===== config.mk =====
export PLATFORM = sky130hd
export DESIGN_NAME = timed_io_port_unit
export DESIGN_NICKNAME = d
export VERILOG_FILES = /design/src/verilog/timed_io_pkg.sv /design/src/verilog/clock_block.sv /design/src/verilog/timed_io_port_unit.sv
export SDC_FILE = /design/constraint.sdc
export NUM_CORES = 1
export LEC_CHECK = 0
export BUFFER_PORTS_ARGS = -buffer_cell sky130_fd_sc_hd__buf_4
export CORE_MARGIN = 2
export CORE_UTILIZATION = 52
export CTS_CLUSTER_DIAMETER = 120
export DETAILED_ROUTE_END_ITERATION = 10
export GPL_TIMING_DRIVEN = 0
export PLACE_DENSITY = 0.84
export SYNTH_ARGS = -nofsm -noshare
export SYNTH_HDL_FRONTEND = slang
export SYNTH_SLANG_ARGS = --single-unit

===== constraint.sdc =====
create_clock -name clock -period 3.92 [get_ports clock]
set_input_delay 0.784 -clock clock [delete_from_list [all_inputs] [get_ports clock]]
set_output_delay 0.784 -clock clock [all_outputs]
set_load 0.05 [all_outputs]

===== src/verilog/timed_io_pkg.sv =====
`default_nettype none
package timed_io_pkg;
  localparam int WORD_W = 32;
  localparam int CNT_W = 16;
  localparam int DIV_W = 8;
  localparam int NUM_BLOCKS = 6;
  localparam int SEL_W = 3;
  localparam logic [SEL_W-1:0] RESET_BLOCK = 3'h0;
  localparam logic [DIV_W-1:0] DIV_RESET = 8'h01;
  localparam logic [CNT_W-1:0] COUNT_RESET = 16'h0000;
  localparam int REF_CLOCK_MHZ = 100;
  typedef enum logic [1:0] {COND_NONE, COND_EQ, COND_NE} cond_mode_t;
  typedef enum logic [1:0] {ST_IDLE, ST_SHIFT} xfer_state_t;
endpackage : timed_io_pkg
`default_nettype wire


===== src/verilog/clock_block.sv =====
`timescale 1ns/100ps
`default_nettype none
module clock_block
  import timed_io_pkg::*;
#(
  parameter bit FIXED_REF = 1'b0
) (
  input wire logic clock,
  input wire logic reset_n,
  input wire logic use_external,
  input wire logic ext_level,
  input wire logic div_load,
  input wire logic [DIV_W-1:0] div_value,
  output logic tick
);
  typedef struct packed {
    logic [DIV_W-1:0] ratio;
    logic [DIV_W-1:0] cnt;
    logic ext_prev;
    logic ext_sel;
  } cb_state_t;

  cb_state_t s_ff;
  cb_state_t nxt_s;
  logic src_edge;
  logic [DIV_W-1:0] ratio_eff;

  // The reference block ticks every cycle; others count source edges.
  assign src_edge = (FIXED_REF || !s_ff.ext_sel) ? 1'b1 : (ext_level && !s_ff.ext_prev);
  assign ratio_eff = (s_ff.ratio == 8'h00) ? DIV_RESET : s_ff.ratio;
  assign tick = src_edge && (s_ff.cnt == ratio_eff - DIV_RESET);

  always_comb begin
    nxt_s = s_ff;
    nxt_s.ext_prev = ext_level;
    nxt_s.ext_sel = FIXED_REF ? 1'b0 : use_external;
    if (src_edge) begin
      nxt_s.cnt = tick ? 8'h00 : s_ff.cnt + 8'h01;
    end
    if (div_load && !FIXED_REF) begin
      nxt_s.ratio = div_value;
      nxt_s.cnt = 8'h00;
    end
  end

  always_ff @(posedge clock) begin
    if (!reset_n) begin
      s_ff <= '{ratio: DIV_RESET, cnt: 8'h00, ext_prev: 1'b0, ext_sel: 1'b0};
    end else begin
      s_ff <= nxt_s;
    end
  end
endmodule : clock_block
`default_nettype wire


===== src/verilog/timed_io_port_unit.sv =====
// How it works
// - Port width is 1, 4, 8, 16 or 32.
// - All pins share one direction.
// - Drive pins or sample with optional condition.
// - Each processor access completes in one cycle.
// - Open drain: drive low, release high.
// - Serialiser plus transfer register buffer data.
// - 16-bit counter times pin transfers.
// - Counter value readable at any time.
// - Each transfer captures counter as timestamp.
// - Enabled link disconnects the port pins.
// - Narrower enabled port owns shared pins.
// - Unshared pins stay with wider port.
// - Port always transfers at its width.
// - Six clock blocks, block 0 reference.
// - Clock block may use 1-bit port.
// - External clock may be divided.
// - Input port honours external input strobe.
// - Output port can generate output strobe.
// - After reset ports use clock block 0.
// - Pin events go to the scheduler.
// - Pull-downs enabled while held in reset.
`timescale 1ns/100ps
`default_nettype none
module timed_io_port_unit
  import timed_io_pkg::*;
#(
  parameter int WIDTH = 8
) (
  input wire logic clock,
  input wire logic reset_n,
  input wire logic cfg_enable,
  input wire logic cfg_is_output,
  input wire logic cfg_open_drain,
  input wire logic cfg_strobe_in_en,
  input wire logic cfg_strobe_out_en,
  input wire cond_mode_t cfg_cond_mode,
  input wire logic [WIDTH-1:0] cfg_cond_value,
  input wire logic cfg_clock_load,
  input wire logic [SEL_W-1:0] cfg_clock_sel,
  input wire logic [NUM_BLOCKS-1:0] cfg_block_external,
  input wire logic [NUM_BLOCKS-1:0] cfg_block_div_load,
  input wire logic [DIV_W-1:0] cfg_block_div_value,
  input wire logic ext_clock_pin,
  input wire logic link_enable,
  input wire logic [WIDTH-1:0] narrower_owns,
  input wire logic cpu_write,
  input wire logic [WORD_W-1:0] cpu_write_data,
  output logic cpu_write_ready,
  input wire logic cpu_read,
  output logic cpu_read_ready,
  output logic cpu_read_valid,
  output logic [WORD_W-1:0] cpu_read_data,
  output logic [CNT_W-1:0] cpu_read_stamp,
  input wire logic cpu_time_arm,
  input wire logic [CNT_W-1:0] cpu_time_value,
  input wire logic cpu_cond_arm,
  output logic [CNT_W-1:0] counter_value,
  output logic [CNT_W-1:0] last_stamp,
  output logic pin_event,
  input wire logic [WIDTH-1:0] pin_in,
  output logic [WIDTH-1:0] pin_out,
  output logic [WIDTH-1:0] pin_oe,
  output logic pin_pulldown,
  input wire logic input_strobe,
  output logic output_strobe
);
  localparam int STEPS = WORD_W / WIDTH;
  localparam logic [5:0] LAST_STEPS = 6'(STEPS - 1);

  typedef struct packed {
    logic [CNT_W-1:0] count;
    logic [WORD_W-1:0] xfer;
    logic xfer_full;
    logic [WORD_W-1:0] shift;
    logic [5:0] steps;
    logic [CNT_W-1:0] stamp;
    logic time_armed;
    logic [CNT_W-1:0] time_val;
    logic cond_pending;
    logic [WIDTH-1:0] drive;
    logic strobe;
    logic event_p;
    logic [WORD_W-1:0] rd_data;
    logic [CNT_W-1:0] rd_stamp;
    logic rd_valid;
    logic [SEL_W-1:0] clk_sel;
    xfer_state_t st;
  } port_state_t;

  port_state_t s_ff;
  port_state_t nxt_s;
  logic [NUM_BLOCKS-1:0] block_tick;
  logic tick;
  logic [WIDTH-1:0] pin_conn;
  logic [WIDTH-1:0] pins_seen;
  logic time_ok;
  logic cond_ok;
  logic strobe_ok;

  function automatic logic [WORD_W-1:0] shift_down(input logic [WORD_W-1:0] w);
    shift_down = w >> WIDTH;
  endfunction : shift_down

  function automatic logic cond_match(input cond_mode_t m, input logic [WIDTH-1:0] v,
                                      input logic [WIDTH-1:0] p);
    case (m)
      COND_EQ: cond_match = (p == v);
      COND_NE: cond_match = (p != v);
      default: cond_match = 1'b1;
    endcase
  endfunction : cond_match

  genvar gi;
  generate
    for (gi = 0; gi < NUM_BLOCKS; gi++) begin : g_block
      clock_block #(.FIXED_REF(gi == 0)) u_block (
        .clock(clock),
        .reset_n(reset_n),
        .use_external(cfg_block_external[gi]),
        .ext_level(ext_clock_pin),
        .div_load(cfg_block_div_load[gi]),
        .div_value(cfg_block_div_value),
        .tick(block_tick[gi])
      );
    end
  endgenerate

  assign tick = (s_ff.clk_sel < SEL_W'(NUM_BLOCKS)) ? block_tick[s_ff.clk_sel] : 1'b0;

  // Links take every pin; a narrower enabled port takes only the shared ones.
  assign pin_conn = (cfg_enable && !link_enable) ? ~narrower_owns : '0;
  assign pins_seen = pin_in & pin_conn;

  assign time_ok = !s_ff.time_armed || (s_ff.count == s_ff.time_val);
  assign cond_ok = !s_ff.cond_pending || cond_match(cfg_cond_mode, cfg_cond_value, pins_seen);
  assign strobe_ok = !cfg_strobe_in_en || input_strobe;

  assign cpu_write_ready = cfg_is_output && !s_ff.xfer_full;
  assign cpu_read_ready = !cfg_is_output && s_ff.xfer_full;

  always_comb begin
    nxt_s = s_ff;
    nxt_s.event_p = 1'b0;
    nxt_s.rd_valid = 1'b0;
    if (cfg_clock_load) begin
      nxt_s.clk_sel = cfg_clock_sel;
    end
    if (cpu_time_arm) begin
      nxt_s.time_armed = 1'b1;
      nxt_s.time_val = cpu_time_value;
    end
    if (cpu_cond_arm) begin
      nxt_s.cond_pending = 1'b1;
    end
    if (cpu_read && cpu_read_ready) begin
      nxt_s.rd_data = s_ff.xfer;
      nxt_s.rd_stamp = s_ff.stamp;
      nxt_s.rd_valid = 1'b1;
      nxt_s.xfer_full = 1'b0;
    end
    if (cpu_write && cpu_write_ready) begin
      nxt_s.xfer = cpu_write_data;
      nxt_s.xfer_full = 1'b1;
    end
    if (tick) begin
      nxt_s.count = s_ff.count + 16'h0001;
      if (cfg_is_output) begin
        case (s_ff.st)
          ST_IDLE: begin
            if (s_ff.xfer_full && time_ok) begin
              nxt_s.drive = s_ff.xfer[WIDTH-1:0];
              nxt_s.shift = shift_down(s_ff.xfer);
              nxt_s.steps = LAST_STEPS;
              nxt_s.stamp = s_ff.count;
              nxt_s.time_armed = 1'b0;
              nxt_s.xfer_full = 1'b0;
              nxt_s.strobe = 1'b1;
              nxt_s.st = (STEPS > 1) ? ST_SHIFT : ST_IDLE;
            end else begin
              nxt_s.strobe = 1'b0;
            end
          end
          ST_SHIFT: begin
            nxt_s.drive = s_ff.shift[WIDTH-1:0];
            nxt_s.shift = shift_down(s_ff.shift);
            nxt_s.steps = s_ff.steps - 6'h01;
            nxt_s.strobe = 1'b1;
            if (s_ff.steps == 6'h01) begin
              nxt_s.st = ST_IDLE;
            end
          end
          default: nxt_s.st = ST_IDLE;
        endcase
      end else begin
        nxt_s.strobe = 1'b0;
        case (s_ff.st)
          ST_IDLE: begin
            if (time_ok && cond_ok && strobe_ok) begin
              nxt_s.shift = shift_down(s_ff.shift) | (WORD_W'(pins_seen) << (WORD_W - WIDTH));
              nxt_s.steps = LAST_STEPS;
              nxt_s.time_armed = 1'b0;
              if (s_ff.cond_pending) begin
                nxt_s.cond_pending = 1'b0;
                nxt_s.event_p = 1'b1;
              end
              if (STEPS == 1) begin
                if (!s_ff.xfer_full) begin
                  nxt_s.xfer = WORD_W'(pins_seen);
                  nxt_s.stamp = s_ff.count;
                  nxt_s.xfer_full = 1'b1;
                end
              end else begin
                nxt_s.st = ST_SHIFT;
              end
            end
          end
          ST_SHIFT: begin
            if (strobe_ok) begin
              nxt_s.shift = shift_down(s_ff.shift) | (WORD_W'(pins_seen) << (WORD_W - WIDTH));
              nxt_s.steps = s_ff.steps - 6'h01;
              if (s_ff.steps == 6'h01) begin
                nxt_s.st = ST_IDLE;
                // A full transfer register keeps its word; the new one is dropped.
                if (!s_ff.xfer_full) begin
                  nxt_s.xfer = nxt_s.shift;
                  nxt_s.stamp = s_ff.count;
                  nxt_s.xfer_full = 1'b1;
                end
              end
            end
          end
          default: nxt_s.st = ST_IDLE;
        endcase
      end
    end
  end

  always_ff @(posedge clock) begin
    if (!reset_n) begin
      s_ff <= '0;
      s_ff.count <= COUNT_RESET;
      s_ff.clk_sel <= RESET_BLOCK;
      s_ff.st <= ST_IDLE;
    end else begin
      s_ff <= nxt_s;
    end
  end

  assign counter_value = s_ff.count;
  assign last_stamp = s_ff.stamp;
  assign cpu_read_valid = s_ff.rd_valid;
  assign cpu_read_data = s_ff.rd_data;
  assign cpu_read_stamp = s_ff.rd_stamp;
  assign pin_event = s_ff.event_p;
  assign output_strobe = cfg_is_output && cfg_strobe_out_en && s_ff.strobe;
  assign pin_pulldown = !reset_n;
  // Inputs never drive; open drain only enables the driver for a zero.
  assign pin_out = cfg_open_drain ? '0 : s_ff.drive;
  assign pin_oe = !cfg_is_output ? '0 :
                  (cfg_open_drain ? (~s_ff.drive & pin_conn) : pin_conn);
endmodule : timed_io_port_unit
`default_nettype wire


==> impl_metrics.json, run 1 <==
{
  "first_global_vias": 12600,
  "drive_above_1_share": 0.243,
  "crit_slowest_cell": "or4_4",
  "synth_cell_types": 72,
  "antenna_found_initial": 0,
  "crit_chain": "or4_4 > o41a_1 > ha_2 > nand2b_1 > nor2_1 > xor2_1 > o221ai_2 > o2111ai_4 > a2111oi_4 > buf_6 > buf_4 > buf_12 > o21ai_4 > buf_6 > nor2_2 > a211oi_1",
  "period_needed_ps": 3940,
  "critPathCaptureType": "register",
  "cts-root-buf": "clkbuf_16",
  "hold_buffers": 0,
  "crit_path_frequent_cell": "buf_6",
  "netlist_area_mm2": 0.0137,
  "cts_buffers": 29,
  "synth_edf_count": 0,
  "fin_nets": 1972,
  "routabilityCongestion": 0.965,
  "cts.clk_slew.worst_paths_ps": 60,
  "rsz0062_at_grt": "yes",
  "grt_util_all_layers": 0.284,
  "final_core_util": 0.665,
  "slew_headroom": 0.375,
  "grt_remaining_overflow": 0,
  "cp-start-kind": "register",
  "hp-class": "input port to register",
  "status": "finished with violations",
  "fin_worst_skew_ps": 24.7,
  "async_flop_share": 0,
  "hold_slack_ps": 441,
  "cp.required_ps": 4360,
  "numPortBuffers": 205,
  "start_util": 0.527,
  "insertion_delay_ps": 550,
  "timing.final.crit_share": 1.00,
  "synth_seq_cells": 278,
  "synth_fp_nets": 1719,
  "dieArea_mm2": 0.0276,
  "max_freq_mhz": 254,
  "drt-total-wl_um": 42700,
  "worst_slew_pin_slew_ps": 938,
  "pre_cts_ws_ps": -532,
  "first_pass_iters": 6,
  "cellPowerDensity_mw_per_mm2": 405,
  "maxSlewViolCount": 0,
  "critPathKind": "register to register",
  "die_y_um": 166,
  "rows": 59,
  "grt_max_degree": 14,
  "drc": 0,
  "clockBufferDepth": 3,
  "peakVddDrop_mv": 0.336,
  "critPathArrivalTime_ps": 4370,
  "power_leakage_uw": 0.00710,
  "worst_slack_ps": -15.4,
  "setup_tns_ps": -58.0,
  "die_w_um": 166,
  "slowest_delay_ps": 540,
  "io_pins": 214,
  "final_common_cell": "buf_4",
  "post_dp_cell_area_mm2": 0.0157,
  "syn_inst": 1590,
  "setup_viol": 8,
  "grt_pass1_wl_um": 64300,
  "yosys_warnings": 0,
  "antenna_cells": 0,
  "layout_common_cells": "buf_4 (300), dfxtp_1 (275), nand2_1 (187)",
  "final_antenna_net_count": 0,
  "area_growth_syn_to_layout_pct": 26.1,
  "post_drt_wl_per_cell_um": 19.4,
  "vias_per_cell": 5.86,
  "vias": 12900,
  "seq_area_frac_synth": 0.406,
  "cts_max_level": 1,
  "ys.flop_type": "dfxtp_1",
  "core-area_mm2": 0.0260,
  "cap_violations": 0,
  "fin_area_mm2": 0.0173,
  "path_max_fanout": 10,
  "dp_hpwl_um": 30400,
  "hold_viol_final": 0,
  "drt_iter0_markers": 1202,
  "violations": "setup timing",
  "syn_area_per_cell_um2": 8.61,
  "cts_sinks": 278,
  "cts_tree": "done"
}
==> sequential cells by signal, indices dropped and copies added, names as in the netlist <==
signal	cells
cpu_read_stamp	16
last_stamp	16
cpu_read_valid	1
s_ff	102
pin_event	1
counter_value	16
g_block.u_block.s_ff	94
cpu_read_data	32
==> logic make-up after synthesis <==
kind of cell               after synthesis  share of synthesized area
buffers and inverters                  223                     0.0847
DFF                                    278                      0.406
AOI/OAI and AO/OA                      273                      0.140
xor gates and xnor gates               107                     0.0694
adders and majority gates               17                     0.0155
muxes                                  116                     0.0852
and+or+nand+nor                        576                      0.199
==> layer usage <==
metal  global-route usage  part of all wire  up-vias
met5                    0                 0        -
met4                0.128             0.043        0
met3               0.0458             0.084      156
met2                0.491              0.48      707
met1                0.348              0.39     6063
li1                     -                 -     5970
==> power breakdown <==
group / internal, uW / total (uW) / leakage (uW) / switching [uW]
sequential: 2960 / 3110 / 0.00227 / 152
combinational: 510 / 1190 / 0.00438 / 684
clock: 1540 / 2700 / 0.000456 / 1160
total: 5010 / 7000 / 0.00710 / 1990
==> synthesized netlist by cell type, types with 21 or more instances <==
| cell type | number | area, um^2 |
|---|---|---|
| dfxtp_1 | 278 | 5570 |
| nand2_1 | 187 | 702 |
| nor2_1 | 177 | 664 |
| mux2i_1 | 111 | 1110 |
| clkbuf_1 | 84 | 315 |
| buf_4 | 81 | 608 |
| a21oi_1 | 78 | 390 |
| a211oi_1 | 61 | 458 |
| xnor2_1 | 55 | 482 |
| xor2_1 | 51 | 447 |
| nand3_1 | 50 | 250 |
| inv_1 | 49 | 184 |
| o31ai_1 | 28 | 210 |
| a221oi_1 | 26 | 228 |
| nand4_1 | 26 | 163 |
| nand2b_1 | 24 | 150 |
| nor2b_1 | 21 | 131 |
==> area by class of cell <==
type                       count  area [um^2]
clock inverter                10         85.1
timing repair buffer         225         1730
sequential                   278         5570
buffer                       170         1060
tap                          335          419
multi-input combinational   1089         7380
fill                        2019         8710
inverter                      50          188
clock buffer                  43          838
==> worst max-delay path, delay by kind of cell (launching register included) <==
kind	cells	cell delay [ps]
xor+xnor	1	190
compound gates	6	1570
buf+inv	4	650
fa+ha+maj	1	190
flops	1	350
simple gates	4	860
==> path summary, 6_finish.rpt <==
kind / start / to / slack [ps] / depth (start not counted)
max: g_block[2].u_block.s_ff[14] / s_ff[145] / -20 / 16
min reg2reg: cpu_read_data[24] / cpu_read_data[24] / 460 / 2
max reg2reg: g_block[2].u_block.s_ff[14] / s_ff[145] / -20 / 16
min: cfg_block_external[4] / g_block[4].u_block.s_ff[0] / 440 / 2
==> metrics by stage <==
step / instances / power (uW)
floorplan: 1590 / 3790
global placement: 2130 / 4100
detailed placement: 2130 / 4130
CTS: 2188 / 6830
global route: 2200 / 7230
finish: 2200 / 7000
==> what timing repair did <==
| action | in CTS | in global routing |
|---|---|---|
| setup endpoints to repair | 113 | 109 |
| setup buffers | 7 | 10 |
| resized for setup | 35 | 121 |
| hold endpoints to repair | 0 | 0 |
| cloned | 1 | 2 |
| pin swaps | 7 | 31 |
Power figures use the tool's default switching activity.
==> inputs of run 2 (changes only) <==
Settings changed: CTS_BUF_LIST from default to sky130_fd_sc_hd__clkbuf_16.
==> run 2 against run 1 <==
The run still ends with setup timing left; fmax fell by 2.4%; utilization decreased by 0.20 points; cell area fell by 0.30%; combinational power about the same; global-route usage about the same; wire length is essentially flat; clock skew decreased by 11 ps; critical path depth fell by 5; sequential share of layout area increased by 0.098 points; final cell count is the same; critical endpoint is now last_stamp[12]; largest power group unchanged.
==> impl_metrics.json, run 2 (same netlist as run 1, synthesis figures left out) <==
{
  "largest_reg_flops": 102,
  "cts_buffers": 29,
  "status": "finished with violations",
  "routabilityCongestion": 0.965,
  "fin_worst_skew_ps": 13.6,
  "drive_above_1_share": 0.240,
  "drc": 0,
  "worst_slack_ps": -113,
  "critPathCaptureType": "register",
  "fin_area_mm2": 0.0172,
  "rows": 59,
  "antenna_cells": 0,
  "finalPower_uw": 6870,
  "grt_util_all_layers": 0.284,
  "grt_pass1_wl_um": 64200,
  "drt-total-wl_um": 42700,
  "period_needed_ps": 4030,
  "final_common_cell": "buf_4",
  "cts_tree": "done",
  "final_core_util": 0.663,
  "post_dp_cell_area_mm2": 0.0157,
  "cellPowerDensity_mw_per_mm2": 399,
  "worst_slew_pin_slew_ps": 939,
  "hold_viol_final": 0,
  "peakVddDrop_mv": 0.342,
  "vias": 13000,
  "power_leakage_uw": 0.00711,
  "cp.required_ps": 4380,
  "insertion_delay_ps": 540,
  "cap_violations": 0,
  "dp_cells": 2130,
  "path_max_fanout": 10,
  "clockBufferDepth": 3,
  "final_antenna_net_count": 0,
  "final_cells": 2200,
  "first_global_vias": 12500,
  "cp-start-kind": "register",
  "grt_remaining_overflow": 0,
  "largest-register": "s_ff",
  "cts-root-buf": "clkbuf_16",
  "antenna_found_initial": 0,
  "violations": "setup timing",
  "first_pass_iters": 6,
  "maxSlewViolCount": 0,
  "cts_sinks": 278,
  "area_growth_syn_to_layout_pct": 25.8,
  "numPortBuffers": 205,
  "io_pins": 214,
  "fin_nets": 1972,
  "critPathArrivalTime_ps": 4490,
  "timing.final.crit_share": 1.03,
  "n_fill_cell": 2024,
  "drt_iter0_markers": 1233,
  "setup_viol": 27,
  "cts.clk_slew.worst_paths_ps": 60,
  "die_y_um": 166,
  "slew_headroom": 0.374,
  "start_util": 0.527,
  "hp-class": "input port to register",
  "dp_hpwl_um": 30400,
  "post_drt_wl_per_cell_um": 19.4,
  "vias_per_cell": 5.91,
  "rsz0062_at_grt": "yes",
  "grt_max_degree": 14,
  "core-area_mm2": 0.0260,
  "die_w_um": 166,
  "dieArea_mm2": 0.0276,
  "cts_max_level": 1,
  "max_freq_mhz": 248,
  "layout_common_cells": "buf_4 (302), dfxtp_1 (275), nand2_1 (187)",
  "critPathKind": "register to register"
}
## run 2: worst max-delay path, stage by stage (launching register included)
cell	delay, ps
dfxtp_1	350
clkbuf_1	460
xnor2_1	180
nand4_1	120
o41ai_2	680
and3_1	270
clkbuf_1	620
nor2_1	80
nor2_1	430
clkbuf_1	390
nand2_1	180
mux2i_1	180
## run 2: through the flow
stage          setup TNS, ps  hold WS, ps  setup slack, ps
3_3_place_gp          -37250          442             -515
3_5_place_dp          -44090          448             -532
5_1_grt                -5920          436             -194
6_report               -1060          446             -113
2_1_floorplan              0          432             44.9
4_1_cts                -32.0          436            -24.1
## run 2: cell type report
type	count	area [um^2]	share of cell area
Clock buffer	29	726	0.0421
Timing Repair Buffer	226	1740	0.101
Inverter	50	188	0.0109
Sequential cell	278	5570	0.324
Tap cell	335	419	0.0243
Buffer	169	1050	0.0611
Multi-Input combinational cell	1089	7380	0.429
Clock inverter	24	138	0.00799
## run 2: worst paths after layout
kind	from	to	slack, ps	cells past startpoint
setup / recovery	counter_value[11]	last_stamp[12]	-110	11
setup reg to reg	counter_value[11]	last_stamp[12]	-110	11
hold / removal	cfg_block_external[4]	g_block[4].u_block.s_ff[0]	450	2
hold reg to reg	cpu_read_data[18]	cpu_read_data[18]	460	2
## run 2: power breakdown
part	switching [uW]	internal (uW)	leakage, uW
Sequential	154	2960	0.00227
Combinational	685	516	0.00439
Clock	1150	1400	0.000456
Total	1990	4880	0.00711
## run 2: per-layer routing
| layer | wire length, um | vias up | track usage |
|---|---|---|---|
| met4 | 1960 | 0 | 0.123 |
| met3 | 3770 | 181 | 0.0412 |
| met2 | 20500 | 732 | 0.492 |
| met1 | 16400 | 6118 | 0.352 |
| met5 | 0 | - | 0 |
| li1 | - | 5964 | - |
## run 2: timing repair
item / 4_1_cts / 5_1_grt
hold endpoints to repair: 0 / 0
endpoints found under the setup margin: 113 / 108
buffers inserted: 7 / 10
cloned: 1 / 3
hold buffers: 0 / 0
gates resized for setup: 34 / 119
pin swaps: 7 / 30
